$ cat config.mk
export PLATFORM = sky130hd
export DESIGN_NAME = tcc_port
export DESIGN_NICKNAME = d
export VERILOG_FILES = /design/src/rtl/tcc_pkg.sv /design/src/rtl/tcc_port.sv /design/src/rtl/tcc_sync.sv /design/src/rtl/tcc_phase.sv
export SDC_FILE = /design/constraint.sdc
export NUM_CORES = 1
export LEC_CHECK = 0
export ABC_AREA = 1
export ABC_CLOCK_PERIOD_IN_PS = 5500
export BUFFER_PORTS_ARGS = -buffer_cell sky130_fd_sc_hd__buf_2
export CORE_MARGIN = 1
export CORE_UTILIZATION = 30
export DETAILED_ROUTE_END_ITERATION = 6
export HOLD_SLACK_MARGIN = 0.1
export PLACE_DENSITY_LB_ADDON = 0.05
export SYNTH_ARGS = -nofsm -noshare
export SYNTH_HDL_FRONTEND = slang
export SYNTH_SLANG_ARGS = --single-unit
$ cat constraint.sdc
create_clock -name clock_in -period 5.5 [get_ports clock_in]
set_input_delay 0.275 -clock clock_in [delete_from_list [all_inputs] [get_ports clock_in]]
set_output_delay 0.275 -clock clock_in [all_outputs]
set_load 0.05 [all_outputs]
$ cat src/rtl/tcc_pkg.sv
// Purpose: Shared constants for the tape character channel port
// Assumes: 100 MHz system clock, AXI4-Lite register access
// Notes:   Offsets are byte addresses of aligned 32-bit words
package tcc_pkg;
   localparam int          CHAR_W     = 6;
   localparam int          ADDR_W     = 5;
   localparam int          WORD_CHARS = 4;
   localparam int          WORD_W     = CHAR_W * WORD_CHARS;
   localparam int          CNT_W      = 3;
   localparam int          PHASE_W    = 3;
   // Timing of one computer cycle phase
   localparam int          CLK_NS     = 10;
   localparam int          PHASE_NS   = 20;
   localparam int          PHASE_CLKS = (PHASE_NS + CLK_NS - 1) / CLK_NS;
   localparam logic [2:0]  PH_T0      = 3'h0;
   localparam logic [2:0]  PH_T3      = 3'h3;
   localparam logic [2:0]  PH_T6      = 3'h6;
   // Register map
   localparam int          AXI_AW     = 8;
   localparam logic [7:0]  OFS_CTRL   = 8'h00;
   localparam logic [7:0]  OFS_STAT   = 8'h04;
   localparam logic [7:0]  OFS_DATA   = 8'h08;
   localparam logic [7:0]  OFS_INSTR  = 8'h0C;
   // Control fields
   localparam int          CTL_EN     = 0;
   localparam int          CTL_DIR    = 1;
   localparam int          CTL_UA_LSB = 2;
   // Instruction fields
   localparam int          INS_EOM    = 0;
   localparam int          INS_IOMODE = 1;
   localparam int          INS_SKS    = 2;
   // Status fields
   localparam int          ST_ACTIVE  = 0;
   localparam int          ST_PEND    = 1;
   localparam int          ST_CLKP    = 2;
   localparam int          ST_HALTIL  = 3;
   localparam int          ST_WRDY    = 4;
   localparam int          ST_PERR    = 5;
   localparam int          ST_ERR     = 6;
   localparam int          ST_GAP     = 7;
   localparam int          ST_HALTED  = 8;
   localparam int          ST_SKIP    = 9;
   localparam logic [1:0]  RESP_OKAY  = 2'h0;
   localparam logic [1:0]  RESP_SLVERR = 2'h2;
   typedef enum logic [1:0] {
      CH_IDLE = 2'b00,
      CH_IN   = 2'b01,
      CH_OUT  = 2'b10
   } tcc_state_t;
endpackage

$ cat src/rtl/tcc_port.sv
// Purpose: Character-serial channel port to a magnetic tape unit
// Assumes: Tape pins asynchronous; registers over AXI4-Lite
// Notes:   Four six-bit characters make one 24-bit word
//
// The implementer's own choices: the AXI4-Lite interface to the registers and the register addresses.
`timescale 1ns/10ps
module tcc_port (
   // System
   input  wire logic                       clock_in,
   input  wire logic                       sys_rst_in,
   // AXI4-Lite write
   input  wire logic [tcc_pkg::AXI_AW-1:0] s_axi_awaddr_in,
   input  wire logic                       s_axi_awvalid_in,
   output logic                            s_axi_awready_out,
   input  wire logic [31:0]                s_axi_wdata_in,
   input  wire logic [3:0]                 s_axi_wstrb_in,
   input  wire logic                       s_axi_wvalid_in,
   output logic                            s_axi_wready_out,
   output logic [1:0]                      s_axi_bresp_out,
   output logic                            s_axi_bvalid_out,
   input  wire logic                       s_axi_bready_in,
   // AXI4-Lite read
   input  wire logic [tcc_pkg::AXI_AW-1:0] s_axi_araddr_in,
   input  wire logic                       s_axi_arvalid_in,
   output logic                            s_axi_arready_out,
   output logic [31:0]                     s_axi_rdata_out,
   output logic [1:0]                      s_axi_rresp_out,
   output logic                            s_axi_rvalid_out,
   input  wire logic                       s_axi_rready_in,
   // Tape unit inputs, index 0 is the sixth line
   input  wire logic [tcc_pkg::CHAR_W-1:0] char_in_n_in,
   input  wire logic                       char_par_n_in,
   input  wire logic                       xfer_strobe_in,
   input  wire logic                       halt_n_in,
   input  wire logic                       skip_resp_n_in,
   input  wire logic                       gap_n_in,
   input  wire logic                       error_n_in,
   // Tape unit outputs, index 0 is the sixth line
   output logic [tcc_pkg::CHAR_W-1:0]      char_out,
   output logic                            char_par_out,
   output logic                            buf_ctl_strobe_out,
   output logic                            io_ctl_strobe_out,
   output logic                            halt_interlock_out,
   output logic                            xfer_pending_out,
   output logic                            clock_present_out,
   output logic                            phase_window_t6_t3_out,
   output logic                            direction_bit_out,
   output logic [tcc_pkg::ADDR_W-1:0]      unit_addr_out
);
   import tcc_pkg::*;

   function automatic logic odd_ones(input logic [CHAR_W:0] v);
      return ^v;
   endfunction

   // Synchronised pins
   logic [CHAR_W-1:0] char_n_s;
   logic              par_n_s;
   logic              strobe_s;
   logic              halt_n_s;
   logic              skip_n_s;
   logic              gap_n_s;
   logic              err_n_s;
   logic              strobe_prev_ff;
   logic [2:0]        phase;
   logic              ph_tick;

   tcc_sync #(.W(CHAR_W + 1), .RST_V(32'h7F)) u_sync_char (
      .clock_in   (clock_in),
      .sys_rst_in (sys_rst_in),
      .d_in       ({char_par_n_in, char_in_n_in}),
      .q_out      ({par_n_s, char_n_s})
   );
   tcc_sync #(.W(5), .RST_V(32'h1F)) u_sync_ctl (
      .clock_in   (clock_in),
      .sys_rst_in (sys_rst_in),
      .d_in       ({xfer_strobe_in, halt_n_in, skip_resp_n_in, gap_n_in, error_n_in}),
      .q_out      ({strobe_s, halt_n_s, skip_n_s, gap_n_s, err_n_s})
   );
   tcc_phase u_phase (
      .clock_in   (clock_in),
      .sys_rst_in (sys_rst_in),
      .phase_out  (phase),
      .tick_out   (ph_tick)
   );

   // Registers
   tcc_state_t        state_ff;
   logic [WORD_W-1:0] word_ff;
   logic [CNT_W-1:0]  cnt_ff;
   logic              wrdy_ff;
   logic              perr_ff;
   logic              err_ff;
   logic              gap_ff;
   logic              halted_ff;
   logic              skip_ff;
   logic              aw_ff;
   logic              w_ff;
   logic [AXI_AW-1:0] awaddr_ff;
   logic [31:0]       wdata_ff;

   // Write decode
   wire do_wr    = aw_ff && w_ff && !s_axi_bvalid_out;
   wire wr_ctrl  = do_wr && awaddr_ff == OFS_CTRL;
   wire wr_stat  = do_wr && awaddr_ff == OFS_STAT;
   wire wr_data  = do_wr && awaddr_ff == OFS_DATA;
   wire wr_instr = do_wr && awaddr_ff == OFS_INSTR;
   wire wr_map   = wr_ctrl || wr_stat || wr_data || wr_instr;
   wire start    = wr_ctrl && wdata_ff[CTL_EN];
   wire rd_go    = s_axi_arvalid_in && s_axi_arready_out;
   wire rd_data  = rd_go && s_axi_araddr_in == OFS_DATA;

   // Channel events
   wire strobe_rise = strobe_s && !strobe_prev_ff;
   wire halt_req    = !halt_n_s && state_ff != CH_IDLE;
   wire ph_t0       = ph_tick && phase == PH_T0;
   wire in_on       = state_ff == CH_IN;
   wire out_on      = state_ff == CH_OUT;
   wire ev_capture  = in_on && strobe_rise && !xfer_pending_out;
   wire ev_move_in  = in_on && ph_t0 && xfer_pending_out;
   wire ev_load_out = out_on && ph_t0 && xfer_pending_out && !clock_present_out;
   wire ev_taken    = out_on && strobe_rise && !clock_present_out && !xfer_pending_out;
   wire ev_done_out = out_on && ph_t0 && clock_present_out;
   wire last_char   = cnt_ff == CNT_W'(WORD_CHARS);
   wire word_full   = cnt_ff == CNT_W'(WORD_CHARS - 1);

   always_ff @(posedge clock_in or posedge sys_rst_in)
   begin
      if (sys_rst_in)
         strobe_prev_ff <= 1'b1;                                    // Strobe idles high
      else
         strobe_prev_ff <= strobe_s;
   end

   // Channel state
   always_ff @(posedge clock_in or posedge sys_rst_in)
   begin
      if (sys_rst_in)
         state_ff <= CH_IDLE;
      else if (halt_req)
         state_ff <= CH_IDLE;
      else if (wr_ctrl)
      begin
         case ({wdata_ff[CTL_EN], wdata_ff[CTL_DIR]})
            2'b10:   state_ff <= CH_IN;
            2'b11:   state_ff <= CH_OUT;
            default: state_ff <= CH_IDLE;
         endcase
      end
   end

   // Direction and unit address
   always_ff @(posedge clock_in or posedge sys_rst_in)
   begin
      if (sys_rst_in)
      begin
         direction_bit_out <= 1'b0;
         unit_addr_out     <= '0;
      end
      else if (wr_ctrl)
      begin
         direction_bit_out <= wdata_ff[CTL_DIR];
         unit_addr_out     <= wdata_ff[CTL_UA_LSB +: ADDR_W];
      end
   end

   // Character register and its parity
   always_ff @(posedge clock_in or posedge sys_rst_in)
   begin
      if (sys_rst_in)
      begin
         char_out     <= '0;
         char_par_out <= 1'b1;
      end
      else if (ev_capture)
      begin
         char_out     <= ~char_n_s;
         char_par_out <= ~par_n_s;
      end
      else if (ev_load_out)
      begin
         char_out     <= word_ff[WORD_W-1 -: CHAR_W];
         char_par_out <= ~odd_ones({1'b0, word_ff[WORD_W-1 -: CHAR_W]});
      end
   end

   // Word register; newest input character lands in the low bits
   always_ff @(posedge clock_in or posedge sys_rst_in)
   begin
      if (sys_rst_in)
         word_ff <= '0;
      else if (wr_data && out_on)
         word_ff <= wdata_ff[WORD_W-1:0];
      else if (ev_move_in)
         word_ff <= {word_ff[WORD_W-CHAR_W-1:0], char_out};
      else if (ev_load_out)
         word_ff <= {word_ff[WORD_W-CHAR_W-1:0], {CHAR_W{1'b0}}};
   end

   always_ff @(posedge clock_in or posedge sys_rst_in)
   begin
      if (sys_rst_in)
         cnt_ff <= '0;
      else if (start || (wr_data && out_on) || (ev_move_in && word_full))
         cnt_ff <= '0;
      else if (ev_move_in || ev_load_out)
         cnt_ff <= cnt_ff + CNT_W'(1);
   end

   // Word ready: input word complete or output word drained
   always_ff @(posedge clock_in or posedge sys_rst_in)
   begin
      if (sys_rst_in)
         wrdy_ff <= 1'b0;
      else if ((ev_move_in && word_full) || (ev_done_out && last_char))
         wrdy_ff <= 1'b1;
      else if (start || rd_data || wr_data)
         wrdy_ff <= 1'b0;
   end

   always_ff @(posedge clock_in or posedge sys_rst_in)
   begin
      if (sys_rst_in)
         xfer_pending_out <= 1'b0;
      else if (halt_req || start)
         xfer_pending_out <= 1'b0;
      else if (ev_capture || (wr_data && out_on) || (ev_done_out && !last_char))
         xfer_pending_out <= 1'b1;
      else if (ev_move_in || ev_load_out)
         xfer_pending_out <= 1'b0;
   end

   always_ff @(posedge clock_in or posedge sys_rst_in)
   begin
      if (sys_rst_in)
         clock_present_out <= 1'b0;
      else if (halt_req || start)
         clock_present_out <= 1'b0;
      else if (ev_capture || ev_taken)
         clock_present_out <= 1'b1;
      else if (ev_move_in || ev_done_out)
         clock_present_out <= 1'b0;
   end

   // Input: set at first processed character; output: at last one
   always_ff @(posedge clock_in or posedge sys_rst_in)
   begin
      if (sys_rst_in)
         halt_interlock_out <= 1'b0;
      else if (start)
         halt_interlock_out <= 1'b0;
      else if (ev_move_in || (ev_done_out && last_char))
         halt_interlock_out <= 1'b1;
   end

   // Registered, so the window trails the phase by one clock
   always_ff @(posedge clock_in or posedge sys_rst_in)
   begin
      if (sys_rst_in)
         phase_window_t6_t3_out <= 1'b0;
      else
         phase_window_t6_t3_out <= phase >= PH_T6 || phase <= PH_T3;
   end

   // Instruction strobes, one clock each
   always_ff @(posedge clock_in or posedge sys_rst_in)
   begin
      if (sys_rst_in)
      begin
         buf_ctl_strobe_out <= 1'b0;
         io_ctl_strobe_out  <= 1'b0;
      end
      else
      begin
         buf_ctl_strobe_out <= wr_instr && wdata_ff[INS_EOM] && !wdata_ff[INS_IOMODE];
         io_ctl_strobe_out  <= wr_instr && wdata_ff[INS_EOM] && wdata_ff[INS_IOMODE];
      end
   end

   // Sticky flags; a set in the clearing cycle wins
   wire clr_go = wr_stat;
   always_ff @(posedge clock_in or posedge sys_rst_in)
   begin
      if (sys_rst_in)
      begin
         perr_ff   <= 1'b0;
         err_ff    <= 1'b0;
         gap_ff    <= 1'b0;
         halted_ff <= 1'b0;
      end
      else
      begin
         perr_ff   <= (ev_capture && !odd_ones({~par_n_s, ~char_n_s}))
                      || (perr_ff && !(clr_go && wdata_ff[ST_PERR]));
         err_ff    <= !err_n_s || (err_ff && !(clr_go && wdata_ff[ST_ERR]));
         gap_ff    <= !gap_n_s || (gap_ff && !(clr_go && wdata_ff[ST_GAP]));
         halted_ff <= halt_req || (halted_ff && !(clr_go && wdata_ff[ST_HALTED]));
      end
   end

   // Skip test samples the response line at the instruction
   always_ff @(posedge clock_in or posedge sys_rst_in)
   begin
      if (sys_rst_in)
         skip_ff <= 1'b0;
      else if (wr_instr && wdata_ff[INS_SKS])
         skip_ff <= !skip_n_s;
   end

   // AXI write: address and data taken in either order
   always_ff @(posedge clock_in or posedge sys_rst_in)
   begin
      if (sys_rst_in)
      begin
         aw_ff     <= 1'b0;
         awaddr_ff <= '0;
      end
      else if (s_axi_awvalid_in && s_axi_awready_out)
      begin
         aw_ff     <= 1'b1;
         awaddr_ff <= s_axi_awaddr_in;
      end
      else if (do_wr)
         aw_ff <= 1'b0;
   end

   // Byte strobes ignored: every field sits in the low bytes
   always_ff @(posedge clock_in or posedge sys_rst_in)
   begin
      if (sys_rst_in)
      begin
         w_ff     <= 1'b0;
         wdata_ff <= '0;
      end
      else if (s_axi_wvalid_in && s_axi_wready_out)
      begin
         w_ff     <= 1'b1;
         wdata_ff <= s_axi_wdata_in;
      end
      else if (do_wr)
         w_ff <= 1'b0;
   end

   always_ff @(posedge clock_in or posedge sys_rst_in)
   begin
      if (sys_rst_in)
      begin
         s_axi_awready_out <= 1'b0;
         s_axi_wready_out  <= 1'b0;
         s_axi_bvalid_out  <= 1'b0;
         s_axi_bresp_out   <= RESP_OKAY;
      end
      else
      begin
         s_axi_awready_out <= !aw_ff && !(s_axi_awvalid_in && s_axi_awready_out)
                              && !s_axi_bvalid_out;
         s_axi_wready_out  <= !w_ff && !(s_axi_wvalid_in && s_axi_wready_out)
                              && !s_axi_bvalid_out;
         if (do_wr)
         begin
            s_axi_bvalid_out <= 1'b1;
            s_axi_bresp_out  <= wr_map ? RESP_OKAY : RESP_SLVERR;
         end
         else if (s_axi_bready_in)
            s_axi_bvalid_out <= 1'b0;
      end
   end

   // AXI read
   logic [31:0] rd_mux;
   always_comb
   begin
      rd_mux = '0;
      case (s_axi_araddr_in)
         OFS_CTRL:
         begin
            rd_mux[CTL_EN]                   = state_ff != CH_IDLE;
            rd_mux[CTL_DIR]                  = direction_bit_out;
            rd_mux[CTL_UA_LSB +: ADDR_W]     = unit_addr_out;
         end
         OFS_STAT:
         begin
            rd_mux[ST_ACTIVE] = state_ff != CH_IDLE;
            rd_mux[ST_PEND]   = xfer_pending_out;
            rd_mux[ST_CLKP]   = clock_present_out;
            rd_mux[ST_HALTIL] = halt_interlock_out;
            rd_mux[ST_WRDY]   = wrdy_ff;
            rd_mux[ST_PERR]   = perr_ff;
            rd_mux[ST_ERR]    = err_ff;
            rd_mux[ST_GAP]    = gap_ff;
            rd_mux[ST_HALTED] = halted_ff;
            rd_mux[ST_SKIP]   = skip_ff;
         end
         OFS_DATA: rd_mux[WORD_W-1:0] = word_ff;
         default:  rd_mux = '0;
      endcase
   end

   wire rd_map = s_axi_araddr_in == OFS_CTRL || s_axi_araddr_in == OFS_STAT
                 || s_axi_araddr_in == OFS_DATA;

   always_ff @(posedge clock_in or posedge sys_rst_in)
   begin
      if (sys_rst_in)
      begin
         s_axi_arready_out <= 1'b0;
         s_axi_rvalid_out  <= 1'b0;
         s_axi_rdata_out   <= '0;
         s_axi_rresp_out   <= RESP_OKAY;
      end
      else
      begin
         s_axi_arready_out <= !s_axi_rvalid_out && !rd_go;
         if (rd_go)
         begin
            s_axi_rvalid_out <= 1'b1;
            s_axi_rdata_out  <= rd_mux;
            s_axi_rresp_out  <= rd_map ? RESP_OKAY : RESP_SLVERR;
         end
         else if (s_axi_rready_in)
            s_axi_rvalid_out <= 1'b0;
      end
   end
endmodule // tcc_port

$ cat src/rtl/tcc_sync.sv
// Purpose: Two-flop synchroniser for pin inputs
// Assumes: Inputs asynchronous to clock_in
// Notes:   Only stage two is visible outside
`timescale 1ns/10ps
module tcc_sync #(
   parameter int          W     = 1,
   parameter logic [31:0] RST_V = 32'h0
) (
   // System
   input  wire logic         clock_in,
   input  wire logic         sys_rst_in,
   // Data
   input  wire logic [W-1:0] d_in,
   output logic      [W-1:0] q_out
);
   logic [W-1:0] meta_ff;
   always_ff @(posedge clock_in or posedge sys_rst_in)
   begin
      if (sys_rst_in)
      begin
         meta_ff <= RST_V[W-1:0];
         q_out   <= RST_V[W-1:0];
      end
      else
      begin
         meta_ff <= d_in;
         q_out   <= meta_ff;
      end
   end
endmodule // tcc_sync

$ cat src/rtl/tcc_phase.sv
// Purpose: Computer cycle phase generator T0 to T7
// Assumes: PHASE_CLKS system clocks per phase
// Notes:   tick_out pulses on the first clock of each phase
`timescale 1ns/10ps
module tcc_phase (
   // System
   input  wire logic         clock_in,
   input  wire logic         sys_rst_in,
   // Phase
   output logic [2:0]        phase_out,
   output logic              tick_out
);
   import tcc_pkg::*;
   logic [3:0] div_ff;
   wire        wrap = (div_ff == 4'(PHASE_CLKS - 1));
   always_ff @(posedge clock_in or posedge sys_rst_in)
   begin
      if (sys_rst_in)
         div_ff <= 4'h0;
      else
         div_ff <= wrap ? 4'h0 : div_ff + 4'h1;
   end
   always_ff @(posedge clock_in or posedge sys_rst_in)
   begin
      if (sys_rst_in)
      begin
         phase_out <= PH_T0;
         tick_out  <= 1'b0;
      end
      else
      begin
         tick_out <= wrap;
         if (wrap)
            phase_out <= phase_out + 3'h1;
      end
   end
endmodule // tcc_phase

==> flow_summary.yaml <==
synth:
  synth.distinct_cells: 38
  seq_area_frac_synth_pct: 59.4
  synth_seq_cells: 152
  avgSynthCellArea_um2: 9.85
  syn_inst: 655
  yosysWarnings: 0
  netlist_area_um2: 6450
timing:
  final.setup.tns_ns: 0
  timing.final.crit_share_pct: 37.8
  fin_crit_ns: 2.08
  fmax_mhz: 481
  slew_headroom_pct: 40.1
  worst_slew_pin_slew_ns: 0.899
  clock_skew_ns: 0.0115
  setup_violations: 0
  timing.hold.ws_ns: 0.114
  final_max_slew_viol_count: 0
  finalWorstSetupSlack_ns: 3.42
  hold_viol: 0
  rsz0062_at_grt: "no"
critical_path:
  cp_max_fo: 26
  crit_path_top_delay_cell: "inv_1"
  path_common_cell: "nand2_1"
  end_kind: "flip-flop"
  worst-path-buf-inv: 2
  cp-start-kind: "flip-flop"
  crit_type: "reg -> reg"
  crit_start: "s_axi_arready_out"
  r2r_start: "s_axi_arready_out"
  cp.arrival_ns: 2.43
  crit_chain: "nand2_1, inv_1, nand3_2, inv_2, nand2_1, nand2_1"
  critPathTopFamily: "simple AND/OR/NAND/NOR gates"
  worst-endpoint-required_ns: 5.85
  critPathMaxStageDelay_ns: 0.53
clock_tree:
  path_clk_slew_ns: 0.06
  cts_setup_buffers: 0
  clock_sinks: 152
  h-tree-depth: 4
  cts_tree: "yes"
  cts_buffers: 17
  insertion_delay_ns: 0.42
  clock_path_buffers: 2
  cts-root-buf: "clkbuf_16"
drt:
  num_vias: 4784
  routed_via_density: 4.37
  wl_um: 16400
  firstDrtPassIters: 4
  drtIter0Drc: 217
  wl_per_cell_um: 15.0
  ant_nets: 0
  drc: 0
finish:
  nFillCells: 2200
  drive_gt1_share_pct: 27.1
  utilization_pct: 39.0
  final_common_cell: "nand2_1"
  mostFrequentLayoutCells: "nand2_1 (186), dfrtp_1 (126), buf_2 (108)"
  nNetsFinal: 885
  insertedDiodeCount: 0
  syn_to_final_growth_pct: 27.5
power_and_ir_drop:
  powerDensity_nw_per_um2: 410
  ir_worst_vdd_mv: 0.232
  p_total_mw: 3.37
  p_leak_nw: 4.12
placed_design:
  portBuffers: 108
  place.gp.congestion: 0.830
  dp_hpwl_um: 12000
  pre_cts_slack_ns: 3.32
floorplanning:
  num_rows: 53
  io_pins: 131
  initial_core_util_pct: 30.6
  fp.dieW_um: 149
  die_area_um2: 22100
  die_h_um: 149
  core-area_um2: 21100
grt:
  grt_usage_pct: 15.7
  grt_pass1_wl_um: 26000
  grt_max_degree: 97
  grt_overflow: 0
  grt_pass1_vias: 4873
  antenna_found_initial: 0
outcome:
  status: "finished, final reports clean"
hold_path:
  min-delay-path-class: "in -> reg"
  min_from: "s_axi_wdata_in[6]"
run:
  cap_violations: 0
routing by layer:
layer	vias up	routed length [µm]	global-route usage, %
met5	-	0	0
met4	0	196	5.98
met3	13	635	2.88
met2	114	7410	24.2
met1	2258	8140	21.9
li1	2399	-	-
kinds of logic (layout without fill, tap and decap cells):
logic type	count (synthesis)	in the layout	share of synthesized area [%]
adder cells (fa/ha/maj)	7	7	1.36
flip-flops	152	152	59.4
other	1	10	0.0581
multiplexers	22	22	3.84
AND/OR/NAND/NOR	313	313	21.7
AO/OA/AOI/OAI	70	70	6.03
buffers and inverters	75	231	5.56
XOR/XNOR	15	15	2.04
sequential cells by signal (all words and copies together), names as in the netlist, 2 cells and up:
name	count
u_sync_ctl.q_out	5
u_sync_char.meta_ff	7
unit_addr_out	5
cnt_ff	3
wdata_ff	24
u_sync_char.q_out	7
word_ff	24
s_axi_rdata_out	24
state_ff	2
u_sync_ctl.meta_ff	5
char_out	6
awaddr_ff	8
u_phase.div_ff	4
u_phase.phase_out	3
per-stage QoR:
stage | cell area, µm² | std cells
4_1_cts | 8230 | 1095
6_report | 8230 | 1095
2_1_floorplan | 6490 | 664
5_1_grt | 8230 | 1095
3_5_place_dp | 7220 | 1024
3_3_place_gp | 7220 | 1024
where the power goes:
group,internal [mW],switching (mW)
Combinational,0.223,0.437
Sequential,1.33,0.164
Clock,0.744,0.480
Total,2.29,1.08
layout make-up:
| class | instances | area [µm²] | area share [%] |
|---|---|---|---|
| Clock inverter | 13 | 166 | 2.02 |
| Timing Repair Buffer | 149 | 946 | 11.5 |
| Multi-Input combinational cell | 437 | 2290 | 27.9 |
| Sequential cell | 152 | 3840 | 46.6 |
| Tap cell | 275 | 344 | 4.18 |
| Clock buffer | 19 | 453 | 5.50 |
| Inverter | 50 | 193 | 2.34 |
final timing paths:
kind	end	slack, ns	cells after the start
worst max-delay path	s_axi_rdata_out[22]	3.42	6
worst min-delay path	wdata_ff[6]	0.11	3
worst max register to register	s_axi_rdata_out[22]	3.42	6
worst min register to register	u_sync_char.q_out[4]	0.36	0
max in group asynchronous	wdata_ff[19]	3.67	4
min in group asynchronous	s_axi_rdata_out[3]	0.57	3
worst reg2reg max path, cell delays in order, from the launching register on:
cell and delay, ns:
dfrtp_1 0.34, nand2_1 0.48, inv_1 0.54, nand3_2 0.22, inv_2 0.26, nand2_1 0.11, nand2_1 0.07
Yosys cell counts, drive strengths merged:
cell / count / area (µm²)
nand2: 192 / 751
a21boi: 1 / 7.51
a31oi: 1 / 6.26
a21oi: 29 / 156
o21ai: 31 / 159
nand3: 58 / 318
inv: 50 / 188
mux2: 22 / 248
nand3b: 1 / 7.51
nand4: 4 / 40.0
clkbuf: 5 / 18.8
o31ai: 2 / 15.0
conb: 1 / 3.75
dfrtp: 126 / 3150
ha: 7 / 87.6
nor3: 6 / 35.0
and2: 1 / 6.26
xor2: 5 / 43.8
or2: 1 / 6.26
dfstp: 26 / 683
xnor2: 10 / 87.6
buf: 20 / 153
o211ai: 6 / 45.0
and3: 1 / 6.26
nor2: 49 / 229
repair_timing:
item / 4_1_cts / 5_1_grt
hold buffers: 39 / 0
gates resized for setup: 0 / 0
endpoints found under the hold margin: 59 / 0
No activity file was read; power rests on OpenSTA's default activity.
